===== src/rtl/cond_eval_pkg.sv =====
// constants and types shared by the condition evaluation block
package cond_eval_pkg;
  // ----------------------------------------------------------------
  // widths
  // ----------------------------------------------------------------
  localparam int GPR_W = 32;
  localparam int IMM_W = 16;
  localparam int MASK_W = 5;
  localparam int BO_W = 5;
  localparam int SEL_W = 5;
  localparam int CR_W = 32;
  localparam int FIELD_W = 3;
  localparam int POS_W = 2;
  localparam int ADDR_W = 8;
  localparam int DATA_W = 32;
  localparam int EV_W = 3;

  // ----------------------------------------------------------------
  // trap mask weights (mask bit 0 is the msb)
  // ----------------------------------------------------------------
  localparam int TM_SLT = 4;
  localparam int TM_SGT = 3;
  localparam int TM_EQ = 2;
  localparam int TM_ULT = 1;
  localparam int TM_UGT = 0;
  localparam logic [MASK_W-1:0] TRAP_MASK_NONE = 5'h00;
  localparam logic [MASK_W-1:0] TRAP_MASK_LT = 5'h10;
  localparam logic [MASK_W-1:0] TRAP_MASK_EQ = 5'h04;
  localparam logic [MASK_W-1:0] TRAP_MASK_ALWAYS = 5'h1F;

  // ----------------------------------------------------------------
  // branch options field
  // ----------------------------------------------------------------
  localparam int BO_HINT_POS = 0;
  localparam int BO_SENSE_POS = 3;
  localparam int BO_IGNORE_POS = 4;
  localparam logic [BO_W-1:0] BO_IF_TRUE = 5'h0C;
  localparam logic [BO_W-1:0] BO_IF_FALSE = 5'h04;
  localparam logic [GPR_W-1:0] LINK_STEP = 32'h0000_0004;

  // ----------------------------------------------------------------
  // condition register positions within a field
  // ----------------------------------------------------------------
  localparam logic [POS_W-1:0] CR_POS_LT = 2'h0;
  localparam logic [POS_W-1:0] CR_POS_GT = 2'h1;
  localparam logic [POS_W-1:0] CR_POS_EQ = 2'h2;
  localparam logic [POS_W-1:0] CR_POS_SO = 2'h3;
  localparam logic [CR_W-1:0] CR_RESET = 32'h0000_0000;

  // ----------------------------------------------------------------
  // register map and event bits
  // ----------------------------------------------------------------
  localparam logic [ADDR_W-1:0] REG_STATUS = 8'h00;
  localparam logic [ADDR_W-1:0] REG_MASK = 8'h04;
  localparam logic [ADDR_W-1:0] REG_COND = 8'h08;
  localparam logic [ADDR_W-1:0] REG_TRAPS = 8'h0C;
  localparam int EV_TRAP = 0;
  localparam int EV_BRANCH = 1;
  localparam int EV_LINK = 2;
  localparam logic [EV_W-1:0] EV_RESET = 3'h0;
  localparam logic [DATA_W-1:0] COUNT_STEP = 32'h0000_0001;

  // ----------------------------------------------------------------
  // types
  // ----------------------------------------------------------------
  typedef enum logic [1:0] {
    TGT_REL = 2'b00,
    TGT_ABS = 2'b01,
    TGT_LINK = 2'b10,
    TGT_COUNT = 2'b11
  } branch_target_t;

  typedef enum logic [1:0] {
    CROP_EQV = 2'b00,
    CROP_XOR = 2'b01,
    CROP_OR = 2'b10,
    CROP_NOR = 2'b11
  } cr_op_t;

  // bit number from field and position
  function automatic logic [SEL_W-1:0] cr_index(
    input logic [FIELD_W-1:0] field,
    input logic [POS_W-1:0] pos);
    cr_index = {field, pos};
  endfunction : cr_index
endpackage : cond_eval_pkg


===== src/rtl/branch_trap_condition_eval.sv =====
// trap, conditional branch and condition bit logic evaluation
// Overview of operation
// [RULE1] trap compares source with immediate or register
// [RULE2] five outcomes ANDed with mask raise trap
// [RULE3] mask bits: slt, sgt, eq, ult, ugt
// [RULE4] mask bit 0 is msb, weight 16
// [RULE5] register trap with mask 31 always traps
// [RULE6] hint is options field least significant bit
// [RULE7] clear hint: negative displacement predicted taken
// [RULE8] set hint reverses relative/absolute default prediction
// [RULE9] register target: hint set predicts taken
// [RULE10] options 12 branch if bit one, 4 zero
// [RULE11] link option saves return address in link
// [RULE12] bit number is four times field plus position
// [RULE13] eqv self sets, xor clears, or copies
// [RULE14] nor self writes inverse into any bit
// [RULE15] hint changes prediction only, nothing architectural
//
// Added by the designer: the address-and-strobe port and the placing of the registers.
`timescale 1ns/10ps
module branch_trap_condition_eval
  import cond_eval_pkg::*;
(
  input wire logic clock,
  input wire logic rstn,
  input wire logic trap_valid,
  input wire logic trap_imm_form,
  input wire logic [cond_eval_pkg::MASK_W-1:0] trap_condition_mask,
  input wire logic [cond_eval_pkg::GPR_W-1:0] first_source_gpr,
  input wire logic [cond_eval_pkg::GPR_W-1:0] second_source_gpr,
  input wire logic [cond_eval_pkg::IMM_W-1:0] signed_immediate,
  input wire logic branch_valid,
  input wire logic [cond_eval_pkg::BO_W-1:0] branch_options_field,
  input wire logic [cond_eval_pkg::FIELD_W-1:0] cond_field,
  input wire logic [cond_eval_pkg::POS_W-1:0] cond_pos,
  input wire cond_eval_pkg::branch_target_t branch_target,
  input wire logic branch_disp_negative,
  input wire logic branch_link,
  input wire logic [cond_eval_pkg::GPR_W-1:0] branch_pc,
  input wire logic cr_valid,
  input wire cond_eval_pkg::cr_op_t cr_op,
  input wire logic [cond_eval_pkg::SEL_W-1:0] cr_dest,
  input wire logic [cond_eval_pkg::SEL_W-1:0] cr_src_a,
  input wire logic [cond_eval_pkg::SEL_W-1:0] cr_src_b,
  input wire logic [cond_eval_pkg::ADDR_W-1:0] bus_addr,
  input wire logic [cond_eval_pkg::DATA_W-1:0] bus_wdata,
  input wire logic bus_write,
  input wire logic bus_read,
  output logic [cond_eval_pkg::DATA_W-1:0] bus_rdata_ff,
  output logic trap_take_ff,
  output logic branch_done_ff,
  output logic branch_taken_ff,
  output logic predict_taken_ff,
  output logic link_write_ff,
  output logic [cond_eval_pkg::GPR_W-1:0] link_value_ff,
  output logic [cond_eval_pkg::CR_W-1:0] cr_ff,
  output logic irq_ff
);
  import cond_eval_pkg::*;

  // ----------------------------------------------------------------
  // helpers
  // ----------------------------------------------------------------
  function automatic logic [MASK_W-1:0] trap_hits(
    input logic [GPR_W-1:0] a,
    input logic [GPR_W-1:0] b);
    logic [MASK_W-1:0] h;
    h = '0;
    h[TM_SLT] = $signed(a) < $signed(b);
    h[TM_SGT] = $signed(a) > $signed(b);
    h[TM_EQ] = a == b;
    h[TM_ULT] = a < b;
    h[TM_UGT] = a > b;
    trap_hits = h;
  endfunction : trap_hits

  function automatic logic predict(
    input branch_target_t tgt,
    input logic disp_neg,
    input logic hint);
    if (tgt == TGT_LINK || tgt == TGT_COUNT) begin
      predict = hint; // RULE9
    end else begin
      predict = disp_neg ^ hint; // RULE8
    end
  endfunction : predict

  // ----------------------------------------------------------------
  // trap evaluation
  // ----------------------------------------------------------------
  logic [GPR_W-1:0] trap_operand;
  logic [MASK_W-1:0] trap_outcome;
  logic nxt_trap_take;
  logic [DATA_W-1:0] trap_count_ff;

  always_comb begin
    trap_operand = trap_imm_form ?
      {{(GPR_W-IMM_W){signed_immediate[IMM_W-1]}}, signed_immediate} :
      second_source_gpr; // RULE1
    trap_outcome = trap_hits(first_source_gpr, trap_operand); // RULE3
    nxt_trap_take = trap_valid &&
      ((trap_outcome & trap_condition_mask) != '0); // RULE2 RULE4 RULE5
  end

  always_ff @(posedge clock or negedge rstn) begin
    if (!rstn) begin
      trap_take_ff <= 1'b0;
      trap_count_ff <= '0;
    end else begin
      trap_take_ff <= nxt_trap_take;
      if (nxt_trap_take) begin
        trap_count_ff <= trap_count_ff + COUNT_STEP;
      end
    end
  end

  // ----------------------------------------------------------------
  // conditional branch
  // ----------------------------------------------------------------
  logic sel_bit;
  logic hint;
  logic nxt_taken;

  always_comb begin
    sel_bit = cr_ff[cr_index(cond_field, cond_pos)]; // RULE12
    hint = branch_options_field[BO_HINT_POS]; // RULE6
    nxt_taken = branch_options_field[BO_IGNORE_POS] ||
      (sel_bit == branch_options_field[BO_SENSE_POS]); // RULE10 RULE15
  end

  always_ff @(posedge clock or negedge rstn) begin
    if (!rstn) begin
      branch_done_ff <= 1'b0;
      branch_taken_ff <= 1'b0;
      predict_taken_ff <= 1'b0;
    end else begin
      branch_done_ff <= branch_valid;
      branch_taken_ff <= branch_valid && nxt_taken;
      predict_taken_ff <= branch_valid &&
        predict(branch_target, branch_disp_negative, hint); // RULE7
    end
  end

  always_ff @(posedge clock or negedge rstn) begin
    if (!rstn) begin
      link_write_ff <= 1'b0;
      link_value_ff <= '0;
    end else begin
      link_write_ff <= branch_valid && branch_link; // RULE11
      if (branch_valid && branch_link) begin
        link_value_ff <= branch_pc + LINK_STEP; // RULE11
      end
    end
  end

  // ----------------------------------------------------------------
  // condition register logic
  // ----------------------------------------------------------------
  logic bit_a;
  logic bit_b;
  logic nxt_bit;
  logic cond_load;

  always_comb begin
    bit_a = cr_ff[cr_src_a];
    bit_b = cr_ff[cr_src_b];
    unique case (cr_op)
      CROP_EQV: nxt_bit = ~(bit_a ^ bit_b); // RULE13
      CROP_XOR: nxt_bit = bit_a ^ bit_b; // RULE13
      CROP_OR: nxt_bit = bit_a | bit_b; // RULE13
      CROP_NOR: nxt_bit = ~(bit_a | bit_b); // RULE14
    endcase
    cond_load = bus_write && (bus_addr == REG_COND);
  end

  cr_store u_cr_store (
    .clock(clock),
    .rstn(rstn),
    .load_en(cond_load),
    .load_value(bus_wdata[CR_W-1:0]),
    .wr_en(cr_valid),
    .wr_idx(cr_dest),
    .wr_bit(nxt_bit),
    .cr_ff(cr_ff)
  );

  // ----------------------------------------------------------------
  // events, mask and interrupt
  // ----------------------------------------------------------------
  logic [EV_W-1:0] status_ff;
  logic [EV_W-1:0] mask_ff;
  logic [EV_W-1:0] ev_set;
  logic [EV_W-1:0] ev_clr;

  always_comb begin
    ev_set = '0;
    ev_set[EV_TRAP] = nxt_trap_take;
    ev_set[EV_BRANCH] = branch_valid && nxt_taken;
    ev_set[EV_LINK] = branch_valid && branch_link;
    ev_clr = (bus_write && bus_addr == REG_STATUS) ?
      bus_wdata[EV_W-1:0] : '0;
  end

  always_ff @(posedge clock or negedge rstn) begin
    if (!rstn) begin
      status_ff <= EV_RESET;
    end else begin
      status_ff <= (status_ff & ~ev_clr) | ev_set;
    end
  end

  always_ff @(posedge clock or negedge rstn) begin
    if (!rstn) begin
      mask_ff <= EV_RESET;
    end else if (bus_write && bus_addr == REG_MASK) begin
      mask_ff <= bus_wdata[EV_W-1:0];
    end
  end

  always_ff @(posedge clock or negedge rstn) begin
    if (!rstn) begin
      irq_ff <= 1'b0;
    end else begin
      irq_ff <= (((status_ff & ~ev_clr) | ev_set) & mask_ff) != '0;
    end
  end

  // ----------------------------------------------------------------
  // register read port
  // ----------------------------------------------------------------
  always_ff @(posedge clock or negedge rstn) begin
    if (!rstn) begin
      bus_rdata_ff <= '0;
    end else if (bus_read) begin
      unique case (bus_addr)
        REG_STATUS: bus_rdata_ff <= {{(DATA_W-EV_W){1'b0}}, status_ff};
        REG_MASK: bus_rdata_ff <= {{(DATA_W-EV_W){1'b0}}, mask_ff};
        REG_COND: bus_rdata_ff <= cr_ff;
        REG_TRAPS: bus_rdata_ff <= trap_count_ff;
        default: bus_rdata_ff <= '0;
      endcase
    end else begin
      bus_rdata_ff <= '0;
    end
  end

  // ----------------------------------------------------------------
  // assertion helpers
  // ----------------------------------------------------------------
  logic trap_eq_now;
  logic trap_slt_now;

  always_comb begin
    trap_eq_now = first_source_gpr == second_source_gpr;
    trap_slt_now = $signed(first_source_gpr) < $signed(second_source_gpr);
  end
endmodule : branch_trap_condition_eval


===== src/rtl/cr_store.sv =====
// condition register storage with bit write and whole load
`timescale 1ns/10ps
module cr_store
  import cond_eval_pkg::*;
(
  input wire logic clock,
  input wire logic rstn,
  input wire logic load_en,
  input wire logic [cond_eval_pkg::CR_W-1:0] load_value,
  input wire logic wr_en,
  input wire logic [cond_eval_pkg::SEL_W-1:0] wr_idx,
  input wire logic wr_bit,
  output logic [cond_eval_pkg::CR_W-1:0] cr_ff
);
  always_ff @(posedge clock or negedge rstn) begin
    if (!rstn) begin
      cr_ff <= CR_RESET;
    end else if (load_en) begin
      cr_ff <= load_value;
    end else if (wr_en) begin
      cr_ff[wr_idx] <= wr_bit;
    end
  end
endmodule : cr_store


===== config.mk =====
export PLATFORM = sky130hd
export DESIGN_NAME = branch_trap_condition_eval
export DESIGN_NICKNAME = d
export VERILOG_FILES = /design/src/rtl/cond_eval_pkg.sv /design/src/rtl/branch_trap_condition_eval.sv /design/src/rtl/cr_store.sv
export SDC_FILE = /design/constraint.sdc
export NUM_CORES = 1
export LEC_CHECK = 0
export ABC_AREA = 1
export BUFFER_PORTS_ARGS = -buffer_cell sky130_fd_sc_hd__buf_2
export CAP_MARGIN = 30
export CORE_UTILIZATION = 50
export DETAILED_ROUTE_END_ITERATION = 8
export GPL_TIMING_DRIVEN = 0
export PLACE_DENSITY = 0.78
export SLEW_MARGIN = 20
export SYNTH_ARGS = -nofsm -noshare
export SYNTH_HDL_FRONTEND = slang
export SYNTH_SLANG_ARGS = --single-unit

===== constraint.sdc =====
create_clock -name clock -period 3.4 [get_ports clock]
set_clock_uncertainty 0.05 [all_clocks]
set_input_delay 0.34 -clock clock [delete_from_list [all_inputs] [get_ports clock]]
set_output_delay 0.34 -clock clock [all_outputs]
set_load 0.05 [all_outputs]

Word-level counts from Yosys, hierarchy flattened
Cells that the tools add are included.
{"block": "word_totals", "reg_bits": 140, "input_bits": 196, "out_inout_bits": 102, "wordCells": 75}
{"block": "classes", "addsub": 2, "order_cmp": 9, "n_eq_ne": 10, "muxes": 17, "n_bitwise": 10, "reduce_logical": 15}
{"operator": "$mux 32", "n": 4}
{"operator": "$pmux 32 s4", "n": 1}
{"operator": "$gt 32x32->1", "n": 2}
{"operator": "$lt 32x32->1", "n": 2}
{"operator": "$add 32x1->32 const B", "n": 1}
{"operator": "$add 32x3->32 const B", "n": 1}
{"operator": "$bwmux 32", "n": 1}
{"operator": "$eq 32x32->1", "n": 1}
{"operator": "$lt 5x6->1 const B", "n": 4}
{"operator": "$eq 8x4->1 const B", "n": 2}
{"operator": "$bmux 1 s5", "n": 3}
{"operator": "$eq 2x2->1 const B", "n": 4}
{"operator": "$eq 8x3->1 const B", "n": 1}
{"operator": "$logic_and 1x1->1", "n": 8}
{"operator": "$logic_not 8->1", "n": 1}
{"operator": "$and 3x3->3", "n": 2}
{"operator": "$and 5x5->5", "n": 1}
{"operator": "$demux 1 s5", "n": 1}
{"operator": "$ge 5x1->1 const B", "n": 1}
{"operator": "$mux 1", "n": 5}
{"operator": "$reduce_bool 5->1", "n": 1}
{"operator": "$pmux 1 s4", "n": 1}
{"operator": "$mux 3", "n": 1}
{"operator": "$not 3->3", "n": 1}
{"operator": "10 further kinds", "n": 13}

Logic depth before layout (Yosys ltp)
{"block": "logic_depth", "ltp_word": 8, "mapped_depth": 26, "mapped_depth_nobuf": 24}

Hierarchy
A second synthesis with hierarchy kept.
{"block": "unflattened", "cells_unflattened": 1449, "area_unflattened_um2": 9980.8}
{"mod": "branch_trap_condition_eval", "instances": 1, "cells_per_inst": 1100, "area_each_um2": 7825.0, "seq_area_each_um2": 2702.6}
{"mod": "cr_store", "instances": 1, "cells_per_inst": 349, "area_each_um2": 2155.8, "seq_area_each_um2": 800.8}

Worst setup path after synthesis
OpenSTA, ideal clock, no wires.
{"block": "synth_path", "path_kind": "input to register", "from": "input port cr_src_a[0] (netlist bit)", "to": "register u_cr_store.cr_ff[11] (netlist bit)", "setup_time_ns": 0.124, "t_arrival_ns": 3.060, "t_required_ns": 3.226, "path_slack_ns": 0.166, "path_stages": 15, "path_buffers": 3, "path_cell_list": "clkbuf_1 inv_1 clkbuf_1 o21ai_0 a21oi_1 o21ai_0 nand3_1 a32o_1 ha_1 mux2_2 xor2_1 inv_1 clkbuf_1 o211ai_1 nand2_1"}
{"block": "synth_via", "elab_chain_cells": 8, "elab_cells_between_ends": 10, "cone_classes": "mux: 6; bitwise: 4"}
{"item": "start: declaration", "line": "branch_trap_condition_eval.sv:43", "rtl": "input wire logic [cond_eval_pkg::SEL_W-1:0] cr_src_a,"}
{"item": "$bmux 1 s5 (*)", "line": "branch_trap_condition_eval.sv:165", "rtl": "bit_a = cr_ff[cr_src_a];"}
{"item": "$mux 1 (implied by the code) (*)", "line": "branch_trap_condition_eval.sv:165"}
{"item": "$or 1x1->1 or $xor 1x1->1 (tied branches)"}
{"item": "$not 1->1 (on tied branches)", "line": "branch_trap_condition_eval.sv:171, branch_trap_condition_eval.sv:168"}
{"item": "$pmux 1 s4 (*)", "line": "branch_trap_condition_eval.sv:167", "rtl": "unique case (cr_op)"}
{"item": "$bwmux 32 (*)", "line": "cr_store.sv:21", "rtl": "cr_ff[wr_idx] <= wr_bit;"}
{"item": "$mux 32 (*)", "line": "cr_store.sv:20", "rtl": "end else if (wr_en) begin"}
{"item": "$mux 32 (*)", "line": "cr_store.sv:18", "rtl": "end else if (load_en) begin"}
{"item": "end signal: assignment", "line": "cr_store.sv:19", "rtl": "cr_ff <= load_value;"}
{"item": "end signal: indexed assignment", "line": "cr_store.sv:21"}
{"item": "end: declaration", "line": "cr_store.sv:13", "rtl": "output logic [cond_eval_pkg::CR_W-1:0] cr_ff"}
Mark *: on every way between the ends. The rest lies on a longest branch, timed or not. The select of a mux whose other input is x is not followed.
A chain may end at the register's enable or synchronous reset.

Worst setup path after layout
{"block": "layout_path", "from": "register u_cr_store.cr_ff[23] (netlist bit)", "to": "register u_cr_store.cr_ff[16] (netlist bit)"}
{"block": "layout_via", "elab_chain_cells": 8, "elab_cells_between_ends": 12, "cone_classes": "mux: 8; bitwise: 4"}
{"item": "$bmux 1 s5 (on tied branches)", "line": "branch_trap_condition_eval.sv:165, branch_trap_condition_eval.sv:166"}
{"item": "$mux 1 (on tied branches)", "line": "branch_trap_condition_eval.sv:165, branch_trap_condition_eval.sv:166"}
{"item": "$or 1x1->1 or $xor 1x1->1 (tied branches)"}
{"item": "$not 1->1 (on tied branches)", "line": "branch_trap_condition_eval.sv:171, branch_trap_condition_eval.sv:168"}
{"item": "$pmux 1 s4 (*)", "line": "branch_trap_condition_eval.sv:167"}
{"item": "$bwmux 32 (*)", "line": "cr_store.sv:21"}
{"item": "$mux 32 (*)", "line": "cr_store.sv:20"}
{"item": "$mux 32 (*)", "line": "cr_store.sv:18"}
Marks and branches as above.

==> summary.txt <==
Critical path
  • WP data required: 3.66 ns
  • Crit path from: u_cr_store.cr_ff[23]$_DFFE_PN0P_
  • Setup crit start kind: register
  • Reg-to-Reg Start: u_cr_store.cr_ff[23]$_DFFE_PN0P_
  • R2R Path End: u_cr_store.cr_ff[16]$_DFFE_PN0P_
  • Crit Path Max Fanout: 10
  • Arr. time, crit path: 3.44 ns
  • CP Class: reg -> reg
  • Reg2Reg Setup Slack: 0.22 ns
  • R2R depth: 13
  • Worst setup EP type: register

Place
  • IO Port Bufs: 291
  • Worst slack, placed: -0.740 ns
  • Post-DP Area: 11200 sq um
  • RePlAce Congestion: 0.963
  • HPWL Detailed: 24.6 mm

Global routing
  • Number of global-route vias before repair: 9931
  • First-pass GRT wire length: 50.1 mm
  • GRT Total Usage: 33.2%
  • Largest net degree at the start of global routing: 101
  • Grt total ovfl: 0
  • Initial antenna violation count: 4

Synth
  • Yosys cell types: 49
  • Synth Register Bits: 140
  • Number of synthesized flops with an enable pin: 0
  • Post-Syn Area per Cell: 7.27 sq um
  • Cell Area, Synth: 9400 sq um
  • Yosys Warn Count: 0
  • Ys async rst share: 100%
  • Register area share after synthesis: 37.3%
  • Synth Flop Type: dfrtp_1
  • Synth Instances: 1292
  • Mapped Nets: 1523

Power and ir drop
  • Maximum vdd drop: 0.416 mV
  • PD cells: 517 nW/um^2
  • LEAKAGE: 6.02 nW

Layout
  • Most frequent cells in the layout: nand2_1 (435), buf_2 (302), dfrtp_1 (140)
  • Fillers: 1633
  • Final instance area: 11800 sq um
  • P&R area growth vs syn: 25.8%
  • Commonest non-fill, non-tap cell in the layout: nand2_1
  • Proportion of layout cells with a drive suffix above 1: 24.9%
  • # nets final: 1836

Detailed routing
  • Residual DRC: 18
  • Routed WL: 31.7 mm
  • Detail Route Antenna Nets: 0
  • Routed length per instance: 17.1 um
  • Pre-Repair DR Iteration Count: 9
  • Iteration-0 DRC Markers: 914
  • Vias post-DR: 10300
  • Routed vias/inst: 5.54

STA
  • Fmax: 0.314 GHz
  • Worst slew pin tran: 0.914 ns
  • Fin. max-slew vios: 0
  • RSZ-0062 raised after global routing: false
  • Relative slew slack: 38.5%
  • Final worst setup slack: 0.218 ns
  • Fin crit period: 3.18 ns
  • Tcrit/Tclk final: 93.6%
  • Setup Viol. Count Final: 0
  • Final Hold Vio Count: 0

Clocking
  • CTS tree: done
  • Number of clock sinks: 140
  • Worst skew pair latency: 0.43 ns
  • Postcts setup bufs: 0
  • Root Buffer: clkbuf_16
  • Num CTS Buffers: 17
  • CTS Buffer Depth: 2
  • CTS H-tree lvls: 4
  • Clock Pin Slew Worst Setup and Hold Paths: 0.06 ns

Worst hold path
  • Hold Crit Depth: 1
  • Hold Path End: branch_done_ff$_DFF_PN0_
  • Hold WC Path Type: in -> reg
  • Min-delay src: branch_valid

Die
  • Io pins: 298
  • Initial core utilization: 51.6%
  • Die Y-Extent: 139 um
  • Die X: 139 um
  • Row cnt: 49
  • DIE AREA: 19300 sq um
  • Core area: 18200 sq um

Run status
  • Failing checks: DRC
  • Status: finished, violations left

Flow run
  • Max_cap viols: 0
==> cells in the mapped netlist (3+ instances only) <==
cell type  count  area share, %
inv_2          3           0.12
clkinv_1       3           0.12
nor2_2         5           0.33
nor2_4         4           0.48
a31oi_1        3           0.20
nor4_1        10           0.67
ha_1          35            4.7
nand2_1      435             17
a211oi_1       6           0.48
nor4_4         3           0.68
mux2i_1       14            1.5
a311oi_1       4           0.37
xor2_1        36            3.4
a221oi_1       3           0.28
buf_2         11           0.59
nor2_1        75            3.0
inv_1        103            4.1
xnor2_1       16            1.5
o21ai_0       80            4.3
o22ai_1        4           0.27
nand2_2       29            1.9
nor3_2         3           0.32
nand4_1       12           0.80
dfrtp_1      140             37
nand3_1       41            2.2
a21oi_1      100            5.3
nor3_1        33            1.8
buf_12         3           0.64
o211ai_1      25            2.0
a21o_1         5           0.40
clkbuf_1      26            1.0
==> worst max-delay path by stage <==
stage | slack [ns] | cells past startpoint | to
2_1_floorplan | 0.17 | 15 | u_cr_store.cr_ff[11]$_DFFE_PN0P_
3_3_place_gp | -0.63 | 15 | u_cr_store.cr_ff[16]$_DFFE_PN0P_
3_5_place_dp | -0.74 | 15 | u_cr_store.cr_ff[27]$_DFFE_PN0P_
4_1_cts | 0.06 | 13 | u_cr_store.cr_ff[27]$_DFFE_PN0P_
5_1_grt | 0.04 | 15 | u_cr_store.cr_ff[9]$_DFFE_PN0P_
6_report | 0.22 | 13 | u_cr_store.cr_ff[16]$_DFFE_PN0P_
==> cells by family after synthesis <==
kind of cell / synth area share (%)
XOR/XNOR: 4.85
flip-flops: 37.3
multiplexers: 1.61
adder cells (fa/ha/maj): 4.66
buffers and inverters: 6.84
AND/OR/NAND/NOR: 30.3
AO/OA/AOI/OAI: 14.5
==> state kept, by name, indices dropped and copies added (netlist names) <==
name,cells
branch_done_ff,1
branch_taken_ff,1
bus_rdata_ff,32
irq_ff,1
link_value_ff,32
link_write_ff,1
mask_ff,3
predict_taken_ff,1
status_ff,3
trap_count_ff,32
trap_take_ff,1
u_cr_store.cr_ff,32
==> routing by layer <==
metal  global-route usage (%)  up-vias  part of all wire, %
met1                     41.8     4768                   41
li1                         -     4896                    -
met3                     6.77       92                  7.9
met5                        0        -                0.044
met2                     55.7      498                   48
met4                     13.3        2                  3.6
==> power by group <==
| group | total (mW) | switching, mW | leakage [nW] | internal, mW |
|---|---|---|---|---|
| registers | 2.22 | 0.338 | 1.77 | 1.88 |
| logic | 2.00 | 1.42 | 3.96 | 0.584 |
| clock network | 1.89 | 0.724 | 0.290 | 1.17 |
==> cell type report <==
class | instances | area (sq um) | area share, %
Clock buffer | 20 | 447 | 3.78
Buffer | 43 | 234 | 1.98
Timing Repair Buffer | 294 | 1510 | 12.8
Clock inverter | 12 | 144 | 1.22
Antenna cell | 3 | 7.51 | 0.0635
Inverter | 110 | 415 | 3.51
Multi-Input combinational cell | 999 | 5280 | 44.6
Tap cell | 229 | 287 | 2.42
Sequential cell | 140 | 3500 | 29.6
==> stage by stage <==
stage               utilization [%]  TNS [ns]  hold slack (ns)  power [mW]  std cells
floorplan                         -         0         -0.00559        3.48       1292
global placement               61.2    -16.88            0.408        4.14       1812
detailed placement             61.4    -21.59            0.197        4.19       1814
CTS                            64.8         0          0.00434        6.09       1847
global route                   64.9         0          0.00245        6.38       1849
finish                         64.9         0           0.0140        6.11       1850
==> critical path, stage by stage, from the launching register on <==
cell	delay [ns]
dfrtp_1	0.49
inv_1	0.10
o21ai_0	0.16
a21oi_1	0.06
o21ai_0	0.21
nand3_1	0.09
a32o_1	0.27
ha_1	0.31
mux2_2	0.31
xor2_4	0.29
inv_2	0.15
clkbuf_2	0.22
o211ai_1	0.26
nand2_1	0.07
==> repair_timing <==
action,in CTS,in global routing
endpoints found under the setup margin,25,42
resized for setup,2,12
hold buffers,1,0
endpoints found under the hold margin,40,0
No activity file was read; power rests on OpenSTA's default activity.
